==> src/shared/analog_out_pkg.sv <==
/*
  Constants, register map and enumerations shared by the analog output
  source select block and its helpers.
  Assumes one 200 MHz clock; voltages are signed 16-bit codes, 7fff = +10 V.
*/
`default_nettype none

package analog_out_pkg;

  // ****************************************
  // register map
  // ****************************************
  localparam logic [15:0] ADDR_CURRENT_SCALE = 16'h0012;
  localparam logic [15:0] ADDR_SOURCE_SELECT = 16'h0014;
  localparam logic [15:0] ADDR_OFFSET        = 16'h0016;
  localparam logic [15:0] ADDR_READBACK      = 16'h001c;

  localparam logic [31:0] CURRENT_SCALE_RESET = 32'h0000_03e8;
  localparam logic [15:0] SOURCE_SELECT_RESET = 16'h0000;
  localparam logic [15:0] SOURCE_SELECT_MAX   = 16'h000b;
  localparam logic [15:0] OFFSET_RESET        = 16'h0000;

  // ****************************************
  // voltage coding
  // ****************************************
  localparam int                 FULL_SWING_VOLTS = 10;
  localparam logic signed [15:0] VOLT_POS_FULL    = 16'sh7fff;
  localparam logic signed [15:0] VOLT_NEG_FULL    = 16'sh8001;
  localparam logic        [14:0] VOLT_MAG_FULL    = 15'h7fff;

  localparam int QTY_W      = 32;
  localparam int DIVIDEND_W = 48;

  // ****************************************
  // sources and states
  // ****************************************
  typedef enum logic [3:0] {
    SRC_USER, SRC_VEL_ACTUAL, SRC_VEL_ERROR, SRC_VEL_COMMAND,
    SRC_CUR_ACTUAL, SRC_CUR_COMMAND, SRC_POS_ACTUAL, SRC_POS_ERROR,
    SRC_TRIANGLE, SRC_DEBUG, SRC_VEL_RAW, SRC_VEL_LOWPASS
  } source_e;

  typedef enum logic [1:0] {
    ST_SAMPLE, ST_DIVIDE, ST_FINISH
  } conv_state_e;

endpackage : analog_out_pkg

`default_nettype wire

==> src/verilog/ratio_divider.sv <==
/*
  Iterative restoring divider, one quotient bit per clock.
  Assumes start is a one-cycle pulse given only while busy is low.
*/
`default_nettype none

module ratio_divider #(
  parameter int NW = 48,
  parameter int DW = 32
) (
  input  wire logic          sys_clk,
  input  wire logic          sys_rst,
  input  wire logic          start,
  input  wire logic [NW-1:0] dividend,
  input  wire logic [DW-1:0] divisor,
  output logic      [NW-1:0] quotient,
  output logic               done,
  output logic               busy
);

  localparam int CW = $clog2(NW + 1);

  logic [DW-1:0] rem_reg;
  logic [DW-1:0] div_reg;
  logic [CW-1:0] count_reg;
  logic [DW:0]   trial;
  logic          fits;

  assign trial = {rem_reg, quotient[NW-1]};
  assign fits  = trial >= {1'b0, div_reg};

  always_ff @(posedge sys_clk) begin
    if (sys_rst) begin
      rem_reg   <= '0;
      div_reg   <= '0;
      count_reg <= '0;
      quotient  <= '0;
      done      <= 1'b0;
      busy      <= 1'b0;
    end else begin
      done <= 1'b0;
      if (start && divisor == '0) begin
        // a zero scale means infinite gain: let the caller saturate
        quotient <= '1;
        done     <= 1'b1;
      end else if (start) begin
        rem_reg   <= '0;
        div_reg   <= divisor;
        quotient  <= dividend;
        count_reg <= CW'(NW);
        busy      <= 1'b1;
      end else if (busy) begin
        rem_reg   <= fits ? DW'(trial - {1'b0, div_reg}) : trial[DW-1:0];
        quotient  <= {quotient[NW-2:0], fits};
        count_reg <= count_reg - 1'b1;
        if (count_reg == CW'(1)) begin
          busy <= 1'b0;
          done <= 1'b1;
        end
      end
    end
  end

endmodule : ratio_divider

`default_nettype wire

==> src/verilog/triangle_wave.sv <==
/*
  Triangle wave source ramping between the two full-scale codes.
  Assumes a single clock; the ramp rate comes from an enable divider.
*/
`default_nettype none

module triangle_wave #(
  parameter int                 STEP_DIV = 2000,
  parameter logic signed [15:0] STEP     = 16'sh0040,
  parameter logic signed [15:0] TOP      = 16'sh7fff,
  parameter logic signed [15:0] BOTTOM   = 16'sh8001
) (
  input  wire logic               sys_clk,
  input  wire logic               sys_rst,
  output logic signed [15:0]      wave
);

  localparam int CW = $clog2(STEP_DIV + 1);

  logic [CW-1:0]      div_reg;
  logic               step_en;
  logic               rising_reg;
  logic signed [16:0] up_sum;
  logic signed [16:0] down_sum;

  assign step_en  = div_reg == CW'(STEP_DIV - 1);
  assign up_sum   = 17'(wave) + 17'(STEP);
  assign down_sum = 17'(wave) - 17'(STEP);

  always_ff @(posedge sys_clk) begin
    if (sys_rst) begin
      div_reg <= '0;
    end else begin
      div_reg <= step_en ? '0 : div_reg + 1'b1;
    end
  end

  // turn at the rails so the ramp never overshoots full scale
  always_ff @(posedge sys_clk) begin
    if (sys_rst) begin
      wave       <= '0;
      rising_reg <= 1'b1;
    end else if (step_en && rising_reg) begin
      if (up_sum >= 17'(TOP)) begin
        wave       <= TOP;
        rising_reg <= 1'b0;
      end else begin
        wave <= up_sum[15:0];
      end
    end else if (step_en) begin
      if (down_sum <= 17'(BOTTOM)) begin
        wave       <= BOTTOM;
        rising_reg <= 1'b1;
      end else begin
        wave <= down_sum[15:0];
      end
    end
  end

endmodule : triangle_wave

`default_nettype wire

==> src/verilog/analog_output_source_select.sv <==
/*
  Analog output source select: picks the drive quantity for the output
  converter, scales it per 10 V, adds the offset and saturates.
  Assumes all quantities and limits come from logic on sys_clk, and that
  the parameter port is driven by the drive's parameter handler.
*/
`default_nettype none

module analog_output_source_select
  import analog_out_pkg::*;
#(
  parameter int TRI_STEP_DIV = 2000
) (
  input  wire logic                            sys_clk,
  input  wire logic                            sys_rst,
  input  wire logic [15:0]                     param_addr,
  input  wire logic [31:0]                     param_wdata,
  input  wire logic                            param_wr,
  input  wire logic                            param_rd,
  output logic      [31:0]                     param_rdata,
  output logic                                 param_ack,
  output logic                                 param_err,
  input  wire logic signed [15:0]              user_output_value,
  input  wire logic signed [15:0]              debug_value,
  input  wire logic signed [analog_out_pkg::QTY_W-1:0] velocity_feedback,
  input  wire logic signed [analog_out_pkg::QTY_W-1:0] velocity_error,
  input  wire logic signed [analog_out_pkg::QTY_W-1:0] velocity_command,
  input  wire logic signed [analog_out_pkg::QTY_W-1:0] actual_current,
  input  wire logic signed [analog_out_pkg::QTY_W-1:0] current_command,
  input  wire logic signed [analog_out_pkg::QTY_W-1:0] actual_position,
  input  wire logic signed [analog_out_pkg::QTY_W-1:0] position_error,
  input  wire logic signed [analog_out_pkg::QTY_W-1:0] raw_velocity_feedback,
  input  wire logic signed [analog_out_pkg::QTY_W-1:0] lowpass_velocity_feedback,
  input  wire logic signed [analog_out_pkg::QTY_W-1:0] positive_current_limit,
  input  wire logic signed [analog_out_pkg::QTY_W-1:0] negative_current_limit,
  input  wire logic [analog_out_pkg::QTY_W-1:0]        velocity_scale_factor,
  input  wire logic [analog_out_pkg::QTY_W-1:0]        position_scale_factor,
  output logic signed [15:0]                   analog_out_code,
  output logic                                 analog_out_strobe,
  output logic [15:0]                          debug_select
);

  import analog_out_pkg::*;

  // ****************************************
  // parameter registers
  // ****************************************
  logic [31:0]        current_scale_factor_reg;
  logic [15:0]        output_source_select_reg;
  logic signed [15:0] output_offset_volts_reg;

  logic               hit_scale;
  logic               hit_select;
  logic               hit_offset;
  logic               hit_readback;
  logic               hit_any;
  logic               select_ok;
  logic signed [15:0] offset_wdata;
  logic [31:0]        read_mux;

  assign hit_scale    = param_addr == ADDR_CURRENT_SCALE;
  assign hit_select   = param_addr == ADDR_SOURCE_SELECT;
  assign hit_offset   = param_addr == ADDR_OFFSET;
  assign hit_readback = param_addr == ADDR_READBACK;
  assign hit_any      = hit_scale | hit_select | hit_offset | hit_readback;
  assign select_ok    = param_wdata[31:0] <= 32'(SOURCE_SELECT_MAX);
  // the one code beyond -10 V is pulled back onto the rail
  assign offset_wdata = ($signed(param_wdata[15:0]) < VOLT_NEG_FULL) ?
                        VOLT_NEG_FULL : $signed(param_wdata[15:0]);

  assign read_mux = hit_scale    ? current_scale_factor_reg :
                    hit_select   ? {16'h0000, output_source_select_reg} :
                    hit_offset   ? {{16{output_offset_volts_reg[15]}}, output_offset_volts_reg} :
                    hit_readback ? {{16{analog_out_code[15]}}, analog_out_code} :
                    32'h0000_0000;

  always_ff @(posedge sys_clk) begin
    if (sys_rst) begin
      current_scale_factor_reg <= CURRENT_SCALE_RESET;
      output_source_select_reg <= SOURCE_SELECT_RESET;
      output_offset_volts_reg  <= OFFSET_RESET;
    end else if (param_wr) begin
      // no range check: any gain above or below rated current is taken
      if (hit_scale) current_scale_factor_reg <= param_wdata;
      if (hit_select && select_ok) output_source_select_reg <= param_wdata[15:0];
      if (hit_offset) output_offset_volts_reg <= offset_wdata;
    end
  end

  always_ff @(posedge sys_clk) begin
    if (sys_rst) begin
      param_rdata <= '0;
      param_ack   <= 1'b0;
      param_err   <= 1'b0;
    end else begin
      param_ack <= param_wr | param_rd;
      param_err <= (param_wr | param_rd) & ~hit_any |
                   param_wr & (hit_readback | hit_select & ~select_ok);
      if (param_rd) param_rdata <= read_mux;
    end
  end

  // ****************************************
  // source selection
  // ****************************************
  source_e                   src;
  logic signed [QTY_W-1:0]   cur_raw;
  logic signed [QTY_W-1:0]   cur_clamped;
  logic signed [QTY_W-1:0]   quantity;
  logic [QTY_W-1:0]          scale;
  logic                      is_current;
  logic                      is_velocity;
  logic                      is_position;
  logic                      needs_scale;
  logic signed [15:0]        direct_volts;
  logic signed [15:0]        tri_value;
  logic                      qty_neg;
  logic [QTY_W-1:0]          qty_mag;
  logic [DIVIDEND_W-1:0]     dividend;

  assign src = source_e'(output_source_select_reg[3:0]);

  assign is_current  = src == SRC_CUR_ACTUAL || src == SRC_CUR_COMMAND;
  assign is_velocity = src == SRC_VEL_ACTUAL || src == SRC_VEL_ERROR ||
                       src == SRC_VEL_COMMAND || src == SRC_VEL_RAW ||
                       src == SRC_VEL_LOWPASS;
  assign is_position = src == SRC_POS_ACTUAL || src == SRC_POS_ERROR;
  assign needs_scale = is_current | is_velocity | is_position;

  assign cur_raw = (src == SRC_CUR_ACTUAL) ? actual_current : current_command;
  // limits clamp the current before scaling, whatever the gain
  assign cur_clamped = (cur_raw > positive_current_limit) ? positive_current_limit :
                       (cur_raw < negative_current_limit) ? negative_current_limit :
                       cur_raw;

  assign quantity = (src == SRC_VEL_ACTUAL)  ? velocity_feedback :
                    (src == SRC_VEL_ERROR)   ? velocity_error :
                    (src == SRC_VEL_COMMAND) ? velocity_command :
                    is_current               ? cur_clamped :
                    (src == SRC_POS_ACTUAL)  ? actual_position :
                    (src == SRC_POS_ERROR)   ? position_error :
                    (src == SRC_VEL_RAW)     ? raw_velocity_feedback :
                    lowpass_velocity_feedback;

  assign scale = is_current  ? current_scale_factor_reg :
                 is_position ? position_scale_factor :
                 velocity_scale_factor;

  assign direct_volts = (src == SRC_TRIANGLE) ? tri_value :
                        (src == SRC_DEBUG)    ? debug_value :
                        user_output_value;

  assign qty_neg  = quantity[QTY_W-1];
  assign qty_mag  = qty_neg ? QTY_W'(-quantity) : QTY_W'(quantity);
  // scale is the quantity per full 10 V, so volts = q * full_code / scale
  assign dividend = DIVIDEND_W'(qty_mag) * DIVIDEND_W'(VOLT_MAG_FULL);

  triangle_wave #(
    .STEP_DIV (TRI_STEP_DIV),
    .TOP      (VOLT_POS_FULL),
    .BOTTOM   (VOLT_NEG_FULL)
  ) u_triangle (
    .sys_clk  (sys_clk),
    .sys_rst  (sys_rst),
    .wave     (tri_value)
  );

  // ****************************************
  // scaling sequence
  // ****************************************
  conv_state_e           state_reg;
  logic                  neg_reg;
  logic                  div_start;
  logic                  div_done;
  logic [DIVIDEND_W-1:0] quotient;
  logic signed [15:0]    pre_volts_reg;
  logic [14:0]           mag_sat;
  logic signed [16:0]    sum;
  logic signed [15:0]    sum_sat;

  assign div_start = state_reg == ST_SAMPLE && needs_scale;
  assign mag_sat   = (quotient > DIVIDEND_W'(VOLT_MAG_FULL)) ?
                     VOLT_MAG_FULL : quotient[14:0];
  assign sum       = 17'(pre_volts_reg) + 17'(output_offset_volts_reg);
  assign sum_sat   = (sum > 17'(VOLT_POS_FULL)) ? VOLT_POS_FULL :
                     (sum < 17'(VOLT_NEG_FULL)) ? VOLT_NEG_FULL :
                     sum[15:0];

  ratio_divider #(
    .NW        (DIVIDEND_W),
    .DW        (QTY_W)
  ) u_divider (
    .sys_clk   (sys_clk),
    .sys_rst   (sys_rst),
    .start     (div_start),
    .dividend  (dividend),
    .divisor   (scale),
    .quotient  (quotient),
    .done      (div_done),
    .busy      ()
  );

  always_ff @(posedge sys_clk) begin
    if (sys_rst) begin
      state_reg     <= ST_SAMPLE;
      neg_reg       <= 1'b0;
      pre_volts_reg <= '0;
    end else begin
      unique case (state_reg)
        ST_SAMPLE: begin
          neg_reg <= qty_neg;
          if (needs_scale) begin
            state_reg <= ST_DIVIDE;
          end else begin
            pre_volts_reg <= direct_volts;
            state_reg     <= ST_FINISH;
          end
        end
        ST_DIVIDE: begin
          if (div_done) begin
            pre_volts_reg <= neg_reg ? -$signed({1'b0, mag_sat}) : $signed({1'b0, mag_sat});
            state_reg     <= ST_FINISH;
          end
        end
        ST_FINISH: begin
          state_reg <= ST_SAMPLE;
        end
      endcase
    end
  end

  // ****************************************
  // converter outputs
  // ****************************************
  always_ff @(posedge sys_clk) begin
    if (sys_rst) begin
      analog_out_code   <= '0;
      analog_out_strobe <= 1'b0;
      debug_select      <= '0;
    end else begin
      analog_out_strobe <= state_reg == ST_FINISH;
      if (state_reg == ST_FINISH) analog_out_code <= sum_sat;
      debug_select <= user_output_value;
    end
  end

endmodule : analog_output_source_select

`default_nettype wire

==> config.mk <==
export PLATFORM = sky130hd
export DESIGN_NAME = analog_output_source_select
export DESIGN_NICKNAME = d
export VERILOG_FILES = /design/src/shared/analog_out_pkg.sv /design/src/verilog/ratio_divider.sv /design/src/verilog/triangle_wave.sv /design/src/verilog/analog_output_source_select.sv
export SDC_FILE = /design/constraint.sdc
export NUM_CORES = 2
export LEC_CHECK = 0
export CAP_MARGIN = 20
export CORE_MARGIN = 10
export CORE_UTILIZATION = 61
export CTS_BUF_LIST = sky130_fd_sc_hd__clkbuf_2
export DETAILED_ROUTE_END_ITERATION = 8
export DONT_BUFFER_PORTS = 1
export GPL_TIMING_DRIVEN = 0
export PLACE_DENSITY = 0.8
export SLEW_MARGIN = 20
export SYNTH_ARGS = -nofsm -noshare
export SYNTH_HDL_FRONTEND = slang
export SYNTH_SLANG_ARGS = --single-unit
==> constraint.sdc <==
create_clock -name sys_clk -period 10.5 [get_ports sys_clk]
set_input_delay 0.525 -clock sys_clk [delete_from_list [all_inputs] [get_ports sys_clk]]
set_output_delay 0.525 -clock sys_clk [all_outputs]
set_load 0.05 [all_outputs]
==> flow_summary.toml <==
[clocking]
clk_latency_ns = 1.01
cts_root_buf = "clkbuf_2"
cts_tree = "done"
cts_buffers = 74
clk_pin_slew_ns = 0.12
clockBufferDepth = 3
htree_num_levels = 3
cts_sinks = 294

[worst_setup_path]
ff2ff_path_depth = 45
crit_path_end_kind = "flop"
critPathMaxFanout = 4
path_class = "flop to flop"
slowest_stage = "fa_2"
crit_top_cell = "buf_4"
worstPathArrival_ns = 12.31
worst_ep_required_time_ns = 11.37
max_stage_delay_ns = 0.62
start_kind = "flop"

[route]
ant_nets = 0
drtPass1Iterations = 8
drt_iter0_markers = 3733
post_drt_wl_per_cell_um = 27.6
drt_wl_total_mm = 133
num_vias = 32167
viasPerCell = 6.69
drc = 0

[global_routing]
track_usage_pct = 41.2
grt_max_degree = 11
grt_pass1_wl_mm = 189
gr-total-overflow = 0
grt_pass1_vias = 31513
grt_antenna_before_repair = 30

[yosys]
synthAdderAreaFrac_pct = 24.8
ys_seq_area_share_pct = 19.3
ys_types = 86
synth_most_common_cell = "inv_1"
syn_area_per_cell_sq_um = 8.12
yosysWarnings = 0
syn_inst = 3754
synth_top_family_by_area = "adder cells"
yosysTopAreaCell = "dfxtp_1"
synth_top_area_share_pct = 19.3
syn_area_sq_mm = 0.0305
synthTopCellsByArea = "dfxtp_1, fa_1, ha_1"
yosys.area_share.simple_pct = 16.2
ys_ff_latch = 294
synth.area.mux_share_pct = 6.66
synth.net_count = 4719
synth_edf_count = 0
synth-compound-area-share_pct = 21.1
synth_flop_cell = "dfxtp_1"
yosys-top-cells-count = "inv_1, a21oi_1, nor2_1, dfxtp_1, nand2_1"
ys_async_sr_fraction_pct = 0
synth_xor_area_share_pct = 4.25

[layout]
syn_to_final_growth_pct = 19.3
fillers = 3632
drive_gt1_share_pct = 15.9
largest_reg_flops = 48
largest_register = "u_divider.quotient"
instances_no_fill = 4807
nets = 5039

[floorplanning]
die_area_sq_mm = 0.0593
rows = 81
die_w_um = 244
io_pins = 567
die_h_um = 244
core_area_sq_mm = 0.0492
start_util_pct = 62.0

[placed_design]
globalplace.congestion = 1.04
dp_cells = 4418
hpwl_mm = 100
portBuffers = 0

[flow_run]
cap_violations = 0

[status]
failed_checks = "negative setup slack"
outcome = "complete, but fails checks"

[timing]
post-route-min-period_ns = 11.44
finalHoldViolations = 0
rsz0062_at_grt = "true"
whs_ns = 0.0343
post-route-period-util_pct = 109
setup-tns-final_ns = -17.36
timing.final.ws_setup_ns = -0.938
timing.slew.headroom_pct = 22.1
timing.fmax_mhz = 87.4
skew_ns = 0.0877
drv_slew = 0
worst_pin_slew_ns = 1.17
setup_viol = 32

[min_path]
min_path_type = "input pin to flop"
min_path_cells = 5
critical path, delay by kind of cell (launching register included):
family	cells	cell delay (ns)
buf+inv	14	1.95
flops	1	0.37
mux	1	0.40
fa+ha+maj	8	3.72
simple gates	7	2.26
xor+xnor	2	0.35
compound gates	13	2.25
through the flow:
step	instance area (sq um)	utilization (%)	setup slack, ns
2_1_floorplan	30800	-	0.00366
3_3_place_gp	31700	64.4	-2.09
3_5_place_dp	31700	64.4	-2.27
4_1_cts	35300	71.9	-0.321
5_1_grt	36300	74.0	-1.11
6_report	36400	74.0	-0.938
logic make-up (layout without fill, tap and decap cells):
group	after synthesis	count (layout)
adder cells (fa/ha/maj)	465	465
buffers and inverters	611	972
AO/OA/AOI/OAI	1011	1011
flip-flops	294	294
XOR/XNOR	148	148
other	0	28
multiplexers	197	197
AND/OR/NAND/NOR	1028	1028
per-layer routing:
layer  track usage, %  share of wire (%)  up-vias
li1                 -                  -    13851
met1             45.3                 34    15118
met2             67.2                 46     2421
met3             11.8                 11      765
met4             30.8                9.0       12
met5                0              0.053        -
layout make-up:
class                      instances  area (sq um)  share of cell area [%]
antenna                           28          70.1                   0.193
clock buffer                      95           475                    1.31
clock inverter                    22           215                   0.592
buffer                           196           915                    2.51
inverter                         410          1540                    4.24
tap                              664           831                    2.28
timing repair buffer             249          2230                    6.13
sequential                       294          5890                    16.2
multi-input combinational       2849         24200                    66.5
path summary, 6_finish.rpt:
kind / to / from / slack, ns
setup / recovery: u_divider.quotient[35] / output_source_select_reg[3] / -0.94
setup reg to reg: u_divider.quotient[35] / output_source_select_reg[3] / -0.94
hold / removal: u_divider.div_reg[15] / position_scale_factor[15] / 0.03
hold reg to reg: state_reg[1] / u_divider.done / 0.44
cells in the final DEF, fill, tap and decap left out, types with 28 or more instances in the layout:
cell type	netlist	routed
nand4_1	32	32
dlygate4sd3_1	0	81
a211oi_1	58	55
a21oi_2	0	28
xor2_1	57	43
fa_1	232	198
clkbuf_2	0	103
nor2_1	297	289
mux2_2	43	28
xnor2_1	91	74
diode_2	0	28
dfxtp_1	294	292
nand2_1	288	281
buf_4	2	152
fa_2	0	34
a21o_1	58	57
nor3_1	78	75
ha_4	0	41
a21oi_1	352	316
mux2i_1	153	152
ha_1	233	189
nor2b_1	74	74
o21ai_0	200	178
a221oi_1	45	33
nand2b_1	43	42
nand3_1	47	45
inv_1	409	386
o211ai_1	36	36
clkbuf_1	171	149
what timing repair did:
item,CTS,global route
endpoints found under the setup margin,39,34
hold buffers,81,0
pin swaps,148,85
setup buffers,120,47
gates resized for setup,262,135
endpoints found under the hold margin,101,0
gates cloned,2,0
Power is not shown: default switching activity piles up to over one toggle a cycle in this logic, so the estimate is an artifact.
